===== src/mm_map.svh =====
`ifndef MM_MAP_SVH
`define MM_MAP_SVH

// register placement on the apb window (byte addresses)
`define MAP_FIRST_OFF 12'h200
`define MAP_LAST_OFF 12'h3c0
// one mapping register per 64-byte slot, node = slot index low bits
`define MAP_SLOT_SHIFT 6
`define MAP_SLOT_MASK 12'h03f
// decode status register, read only
`define STAT_OFF 12'h400

// mapping register layout
`define MAP_WR_MASK 32'hfffe07ff
`define MAP_RST_VAL 32'h00000000
`define RSVD_HI 16
`define RSVD_LO 11
`define BASE_W 15
`define CMD_ADDR_W 40

// low memory address bit used for interleave compare
`define INTLV_BIT_DEF 6

// apb answer timing: wait cycles before pready
`define APB_WAIT_CYC 1

`endif


===== src/mm_pkg.sv =====
package mm_pkg;

	// interleave factor codes
	typedef enum logic [1:0] {
		INTLV_1,
		INTLV_2,
		INTLV_4,
		INTLV_RSV
	} intlv_code_t;

	// one node mapping word
	typedef struct packed {
		logic [14:0] base;       // base address msbs
		logic [5:0] rsvd;        // always zero
		logic [1:0] bank_count_code;
		logic [3:0] base_valid_width;
		logic [1:0] interleave_position;
		intlv_code_t intlv;      // modules interleaved
		logic en;                // node present
	} map_word_t;

endpackage


===== src/map_cfg_if.sv =====
`timescale 1ns/100ps
`include "mm_map.svh"

interface map_cfg_if;
	import mm_pkg::*;
	map_word_t cfg;                    // node mapping word
	logic [`CMD_ADDR_W-1:0] addr;      // command byte address
	logic hit;                         // address owned by node
	logic [2:0] bank;                  // bank number bits

	// register bank side
	modport cfg_src (output cfg, output addr, input hit, input bank);
	// matcher side
	modport matcher (input cfg, input addr, output hit, output bank);
endinterface


===== src/node_match.sv =====
`timescale 1ns/100ps
`include "mm_map.svh"

module node_match import mm_pkg::*; #(
	parameter int INTLV_BIT = `INTLV_BIT_DEF
) (
	// mapping word and address in, hit out
	map_cfg_if.matcher m
);

	logic [`BASE_W-1:0] valid_mask;  // base bits that take part
	logic [`BASE_W-1:0] addr_base;   // address bits 39:25
	logic [1:0] nint;                // interleave bits used
	logic intlv_ok;                  // interleave position agrees
	logic [2:0] bank_mask;           // bank bits in use
	logic [`CMD_ADDR_W-1:0] shifted; // address past interleave bits

	assign addr_base = m.addr[`CMD_ADDR_W-1 -: `BASE_W];

	// width field keeps the top bits of the base only
	genvar i;
	generate
		for (i = 0; i < `BASE_W; i++) begin : g_vmask
			assign valid_mask[i] = (5'(i) + {1'b0, m.cfg.base_valid_width})
				>= 5'(`BASE_W);
		end
	endgenerate

	// interleave compare against low memory address bits
	always_comb begin
		nint = 2'd0;
		intlv_ok = 1'b0;
		case (m.cfg.intlv)
			INTLV_1: begin
				intlv_ok = 1'b1;
			end
			INTLV_2: begin
				nint = 2'd1;
				intlv_ok = m.cfg.interleave_position[0] == m.addr[INTLV_BIT];
			end
			INTLV_4: begin
				nint = 2'd2;
				intlv_ok = m.cfg.interleave_position ==
					m.addr[INTLV_BIT +: 2];
			end
			default: begin
				intlv_ok = 1'b0; // reserved code owns nothing
			end
		endcase
	end

	// bank number from bits just above the interleave bits
	assign shifted = m.addr >> (INTLV_BIT + int'(nint));
	assign bank_mask = 3'((4'h1 << m.cfg.bank_count_code) - 4'h1);
	assign m.bank = shifted[2:0] & bank_mask;

	// node owns the address
	assign m.hit = m.cfg.en & intlv_ok &
		(((addr_base ^ m.cfg.base) & valid_mask) == '0);

endmodule // node_match


===== src/memory_map_config_regs.sv =====
`timescale 1ns/100ps
`include "mm_map.svh"

module memory_map_config_regs import mm_pkg::*; #(
	parameter int NODES = 8,
	parameter int ADDR_W = 12,
	parameter int INTLV_BIT = `INTLV_BIT_DEF
) (
	// clock and reset
	input wire logic pclk,
	input wire logic presetn,
	// apb slave
	input wire logic [ADDR_W-1:0] paddr,
	input wire logic psel,
	input wire logic penable,
	input wire logic pwrite,
	input wire logic [31:0] pwdata,
	input wire logic [3:0] pstrb,
	output logic [31:0] prdata,
	output logic pready,
	output logic pslverr,
	// command address from the system bus
	input wire logic cmd_valid,
	input wire logic [`CMD_ADDR_W-1:0] cmd_addr,
	// decode result, one cycle later
	output logic [NODES-1:0] node_hit,
	output logic [2:0] node_bank,
	output logic hit_valid,
	output logic multi_hit
);

	// apb handshake strobes
	logic take;      // access phase first cycle, answer prepared
	logic done;      // transfer completes at this edge

	// address decode
	logic map_sel;   // address is one of the mapping words
	logic stat_sel;  // address is the status word
	logic [2:0] idx; // node index of the mapping word

	// storage
	map_word_t map_reg [NODES];  // one word per node
	logic [31:0] wr_next;        // merged write value
	logic [31:0] rd_next;        // read mux output

	// answer flops
	logic [31:0] prdata_reg;
	logic pslverr_reg;

	// decode result flops
	logic [NODES-1:0] node_hit_reg;
	logic [2:0] node_bank_reg;
	logic hit_valid_reg;
	logic multi_hit_reg;
	logic [NODES-1:0] last_hit_reg;  // held for status reads
	logic [2:0] last_bank_reg;
	logic last_multi_reg;

	// per node results
	logic [NODES-1:0] hit_vec;
	logic [2:0] bank_vec [NODES];
	logic [NODES-1:0] en_vec;   // enable bits
	logic [NODES-1:0] rsv_vec;  // reserved interleave code
	logic [2:0] bank_next;
	logic [3:0] hit_count;

	// apb wait state generator
	apb_port #(
		.WAIT_CYC(`APB_WAIT_CYC)
	) u_apb (
		.pclk(pclk),
		.presetn(presetn),
		.psel(psel),
		.penable(penable),
		.pready(pready),
		.take(take),
		.done(done)
	);

	// address decode chain
	always_comb begin
		map_sel = 1'b0;
		stat_sel = 1'b0;
		if (paddr >= ADDR_W'(`MAP_FIRST_OFF) &&
			paddr <= ADDR_W'(`MAP_LAST_OFF) &&
			(paddr & ADDR_W'(`MAP_SLOT_MASK)) == '0) begin
			map_sel = 1'b1;
		end else if (paddr == ADDR_W'(`STAT_OFF)) begin
			stat_sel = 1'b1;
		end
	end

	// node index is the slot number low bits
	assign idx = paddr[`MAP_SLOT_SHIFT +: 3];

	// byte lane merge, reserved bits forced to zero
	always_comb begin
		wr_next = map_reg[idx];
		for (int b = 0; b < 4; b++) begin
			if (pstrb[b]) begin
				wr_next[8*b +: 8] = pwdata[8*b +: 8];
			end
		end
		wr_next = wr_next & `MAP_WR_MASK;
	end

	// read mux
	always_comb begin
		rd_next = 32'h00000000;
		if (map_sel) begin
			rd_next = map_reg[idx] & `MAP_WR_MASK;
		end else if (stat_sel) begin
			rd_next[NODES-1:0] = last_hit_reg;
			rd_next[10:8] = last_bank_reg;
			rd_next[11] = |last_hit_reg;
			rd_next[12] = last_multi_reg;
		end
	end

	// mapping register storage
	always_ff @(posedge pclk or negedge presetn) begin
		if (!presetn) begin
			for (int n = 0; n < NODES; n++) begin
				map_reg[n] <= `MAP_RST_VAL;
			end
		end else if (done && pwrite && map_sel) begin
			map_reg[idx] <= wr_next;
		end
	end

	// read data, latched as the answer is prepared
	always_ff @(posedge pclk or negedge presetn) begin
		if (!presetn) begin
			prdata_reg <= 32'h00000000;
		end else if (take) begin
			prdata_reg <= pwrite ? 32'h00000000 : rd_next;
		end
	end

	// error answer for unmapped addresses
	always_ff @(posedge pclk or negedge presetn) begin
		if (!presetn) begin
			pslverr_reg <= 1'b0;
		end else if (take) begin
			pslverr_reg <= !map_sel && !stat_sel;
		end else if (done) begin
			pslverr_reg <= 1'b0;
		end
	end

	assign prdata = prdata_reg;
	assign pslverr = pslverr_reg;

	// one matcher per node
	genvar g;
	generate
		for (g = 0; g < NODES; g++) begin : g_node
			map_cfg_if mif ();
			assign mif.cfg = map_reg[g];
			assign mif.addr = cmd_addr;
			assign hit_vec[g] = mif.hit;
			assign bank_vec[g] = mif.bank;
			assign en_vec[g] = map_reg[g].en;
			assign rsv_vec[g] = map_reg[g].intlv == INTLV_RSV;
			node_match #(
				.INTLV_BIT(INTLV_BIT)
			) u_match (
				.m(mif.matcher)
			);
		end
	endgenerate

	// lowest hitting node supplies the bank number
	always_comb begin
		bank_next = 3'h0;
		hit_count = 4'h0;
		for (int n = NODES - 1; n >= 0; n--) begin
			if (hit_vec[n]) begin
				bank_next = bank_vec[n];
			end
		end
		for (int n = 0; n < NODES; n++) begin
			hit_count = hit_count + {3'h0, hit_vec[n]};
		end
	end

	// decode result, one pulse per command
	always_ff @(posedge pclk or negedge presetn) begin
		if (!presetn) begin
			node_hit_reg <= '0;
			node_bank_reg <= 3'h0;
			hit_valid_reg <= 1'b0;
			multi_hit_reg <= 1'b0;
		end else if (cmd_valid) begin
			node_hit_reg <= hit_vec;
			node_bank_reg <= bank_next;
			hit_valid_reg <= |hit_vec;
			multi_hit_reg <= hit_count > 4'h1;
		end else begin
			node_hit_reg <= '0;
			node_bank_reg <= 3'h0;
			hit_valid_reg <= 1'b0;
			multi_hit_reg <= 1'b0;
		end
	end

	// last decode kept for software
	always_ff @(posedge pclk or negedge presetn) begin
		if (!presetn) begin
			last_hit_reg <= '0;
			last_bank_reg <= 3'h0;
			last_multi_reg <= 1'b0;
		end else if (cmd_valid) begin
			last_hit_reg <= hit_vec;
			last_bank_reg <= bank_next;
			last_multi_reg <= hit_count > 4'h1;
		end
	end

	assign node_hit = node_hit_reg;
	assign node_bank = node_bank_reg;
	assign hit_valid = hit_valid_reg;
	assign multi_hit = multi_hit_reg;
endmodule // memory_map_config_regs


===== src/apb_port.sv =====
`timescale 1ns/100ps

module apb_port #(
	parameter int WAIT_CYC = 1
) (
	// clock and reset
	input wire logic pclk,
	input wire logic presetn,
	// apb phase signals
	input wire logic psel,
	input wire logic penable,
	// answer and strobes
	output logic pready,
	output logic take,
	output logic done
);

	logic pready_reg;  // high in the cycle the transfer completes

	// pready rises one cycle into the access phase
	always_ff @(posedge pclk or negedge presetn) begin
		if (!presetn) begin
			pready_reg <= 1'b0;
		end else if (psel && penable && !pready_reg) begin
			pready_reg <= WAIT_CYC > 0;
		end else begin
			pready_reg <= 1'b0;
		end
	end

	assign pready = pready_reg;
	assign take = psel && penable && !pready_reg;
	assign done = psel && penable && pready_reg;

endmodule // apb_port


===== config.mk =====
export PLATFORM = sky130hd
export DESIGN_NAME = memory_map_config_regs
export DESIGN_NICKNAME = d
export VERILOG_FILES = /design/src/mm_pkg.sv /design/src/map_cfg_if.sv /design/src/node_match.sv /design/src/memory_map_config_regs.sv /design/src/apb_port.sv
export VERILOG_INCLUDE_DIRS = /design/src /design/src/src
export SDC_FILE = /design/constraint.sdc
export NUM_CORES = 1
export LEC_CHECK = 0
export ABC_AREA = 1
export BUFFER_PORTS_ARGS = -buffer_cell sky130_fd_sc_hd__buf_4
export CAP_MARGIN = 20
export CORE_ASPECT_RATIO = 0.9
export CORE_MARGIN = 4
export CORE_UTILIZATION = 45
export DETAILED_ROUTE_END_ITERATION = 8
export HOLD_SLACK_MARGIN = 0.06
export MAX_ROUTING_LAYER = met4
export SETUP_SLACK_MARGIN = 0.1
export SYNTH_ARGS = -nofsm -noshare
export SYNTH_HDL_FRONTEND = slang
export SYNTH_SLANG_ARGS = --single-unit

===== constraint.sdc =====
create_clock -name pclk -period 4.8 [get_ports pclk]
set_input_delay 1.44 -clock pclk [delete_from_list [all_inputs] [get_ports pclk]]
set_output_delay 1.44 -clock pclk [all_outputs]
set_load 0.02 [all_outputs]

==> impl_results.md <==
- Met3 GRT Util: 6.262%
- Die Ht: 198.5 microns
- Async set-reset flop share out of synthesis: 100.0%
- RSZ-0062 raised after global routing: yes
- DR WL/cell: 23.39 microns
- Placed Instances: roughly 3,100
- Max H-tree Level: 1
- CTS Buf Count: 30
- Die X: 219.7 microns
- Post-Route WL: 74.83 mm
- CTS tree: built
- Rel. slew slack: between 10% and 20%
- Total GRT Usage: 34.85%
- Launch point of the worst path: cmd_addr[37]
- Setup Skew: ~0.033 ns
- Fin crit share: 97.56%
- Crit-path max cell delay: 0.63 ns
- Most common flop cell mapped by yosys: dfrtp_1
- Flop pwr share: 44.4%
- Die area: 0.04361 sq mm
- Top Usage Layer GRT: met1
- Mapped cell area: between 0.015 and 0.02 sq mm
- Layout Nets: approximately 2,800
- Io pins: 141
- Hold slack final: roughly 0.48 ns
- Hold path depth: 2
- Yosys reg bits: 263
- Critical Path, Cell by Cell: buf_4 -> inv_2 -> or2_2 -> a21oi_2 -> nor4_2 -> nand3b_1 -> nor2_1 -> nand2_2 -> inv_2 -> fa_2 -> inv_2 -> fa_1 -> inv_2 -> fa_1 -> ha_2 -> fa_1 -> a21oi_2 -> a21oi_2 -> o21bai_1
- Comb power frac: 9.9%
- Max reg flops: 200
- Non-Filler Instances: 3,199
- Pint: 3.639 mW
- Final slew viol count: 0
- Min cycle time layout: 4.683 ns
- Worst Hold Class: reg -> reg
- Max clock buf depth: 3
- Fin util: 54.21%
- Mapped Cells: 2,461
- Maximum VDD drop: 0.2270 mV
- PnR worst setup slack: 0.1169 ns
- Setup TNS: 0 ns
- Via count: 18,160
- Most common cell on crit path: inv_2
- GRT met2 Usage: slightly below 50%
- Netlist cell types: 66
- Sequential area share after synthesis: 36.27%
- Outcome: finished, final reports clean
- Hold buffers post-CTS: 0
- Kind of critical path: in -> reg
- Hold EP: prdata[25]
- Vias per cell: 5.676
- Core area: 0.03963 sq mm
- Power per cell area: 232.7 mW/mm^2
- Clock power frac: 45.6%
- # clock sinks: between 200 and 300
- Worst Setup End Kind: register
- Top cells by area, synth: dfrtp_1 36%, nand2_1 15%, o21ai_0 9.0%
- Highest Clock Rate: 213.5 MHz
- Port Buffers: 110
- Number of remaining DRC errors: 0
- Layout area overhead: 18.38%
- Pre-CTS WS: -0.5592 ns
- Crit start category: input pin
- Arrival time at the worst endpoint: ~5.2 ns
- Worst EP required: 5.28 ns
- Top cell type's share of synthesized area: around 36%
- Post-DRT Antenna Nets: 0
- GR Overflow Total: 0
- Count of yosys warnings during synthesis: 0
- Slowest library cell on the worst path: fa_2
- Max FO, Critical Path: 3
- Worst Max-Slew Pin Slew: roughly 1.2 ns
- Hold Vio Cnt, Final: 0
- Initial Utilization: between 40% and 50%
- # setup viols final: 0
- Hold Crit Start: prdata[25]
- First-pass GRT wire length: roughly 110 mm
- Lkg Pwr: 10.40 nW
- Worst R2R Path Depth: 20
- Layout cells sized above 1: 16.54%
- CTS root buf: clkbuf_16
- Post-DP HPWL: 57.74 mm
- Routing usage on met1: 52.62%
- Detailed Routing Iterations Pass 1: 6
- Net switching fraction of the power: roughly 27%
- Largest net degree at the start of global routing: 101
- Worst reg-to-reg setup slack: approximately 0.19 ns
- Clk Latency, worst-skew pair: 0.61 ns
- Rows: 69
- Vias in the first global route: 16,730
- Reg clk slew, reported paths: about 0.060 ns
- R2r startpoint: g_node[1].mif.cfg[6]
- Number of max-cap violations: 0
- Initial antenna violation count: 5
- Yosys top cell by area: dfrtp_1
- Average size of a mapped cell: 7.373 sq um
- RePlAce Congestion: 1.053
- EDFF count, synth: 0
- Crit Reg-Reg Endpoint: last_multi_reg
- Psw: 1.360 mW
- Initial DRC count: 2,087
[cells in the mapped netlist, drive strengths merged, types with 25 or more instances]
| library cell | count |
|---|---|
| a21oi | 53 |
| buf | 65 |
| clkbuf | 53 |
| dfrtp | 263 |
| ha | 96 |
| inv | 250 |
| nand2 | 724 |
| nand3 | 86 |
| nor2 | 166 |
| o21ai | 351 |
| o22ai | 25 |
| xnor2 | 30 |
| xor2 | 88 |
[cell families (layout without fill, tap and decap cells)]
kind of cell / count (synthesis) / in the layout / share of synthesized area (%)
AND/OR/NAND/NOR: 1040 / 1040 / 23.97
AO/OA/AOI/OAI: 559 / 559 / 17.89
buffers and inverters: 374 / 576 / 8.743
flip-flops: 263 / 263 / 36.27
XOR/XNOR: 118 / 118 / 5.695
adder cells (fa/ha/maj): 100 / 100 / 7.061
multiplexers: 6 / 6 / 0.3516
other: 1 / 5 / 0.02067
[metal layers]
metal,wire (microns),share of wire (%)
met1,34380,46
met5,0,0
met4,2133,2.9
met2,30760,41
met3,7557,10
[worst max path at each step]
stage | end | slack (ns) | cells after the start
after floorplan | last_multi_reg | -0.08 | 19
after global placement | last_multi_reg | -0.50 | 19
after detailed placement | last_multi_reg | -0.56 | 20
after CTS | last_multi_reg | 0.11 | 20
after global routing | last_multi_reg | 0.0003 | 20
final | last_multi_reg | 0.12 | 19
[cell type report]
type / count / area, sq um
flip-flops and latches: 263 / 6585
clock buffers: 42 / 877.1
clock inverters: 10 / 67.56
well taps: 532 / 665.6
fillers: 3894 / 18140
multi-input cells: 1827 / 10190
diodes: 1 / 2.502
inverters: 256 / 984.7
repair buffers: 268 / 2113
[through the flow]
step                      total power, mW  cell area [sq um]
after global routing                5.123              21480
after CTS                           4.998              21230
final                               4.999              21480
after global placement              2.734              20280
after floorplan                     2.440              18200
after detailed placement            2.738              20280
[cell usage in the layout (no fill, tap or decap), types with 31 or more instances in the layout]
cell and n:
dfrtp_1 260, buf_4 256, xor2_1 87, nand2_1 710, inv_1 219, a21oi_1 43
nor2_1 145, ha_1 89, clkbuf_16 31, o21ai_0 319, nand3_1 80
[power by group through the flow]
stage	registers, mW	logic [mW]	clock network (mW)
after detailed placement	2.26	0.477	0
after global routing	2.22	0.519	2.38
after floorplan	2.26	0.176	0
after global placement	2.26	0.473	0
final	2.22	0.497	2.28
after CTS	2.22	0.478	2.30
[worst max-delay path: cells and delay by family]
kind / cells / cell delay (ns)
fa+ha+maj: 5 / 2.32
buf+inv: 5 / 0.32
compound gates: 4 / 0.51
simple gates: 5 / 0.58
[what timing repair did]
action / 4_1_cts / 5_1_grt
gates cloned: 0 / 0
endpoints found under the setup margin: 1 / 2
gates resized for setup: 1 / 67
endpoints found under the hold margin: 0 / 0
buffers inserted: 0 / 2
pin swaps: 0 / 26
No activity file was read; power rests on OpenSTA's default activity.
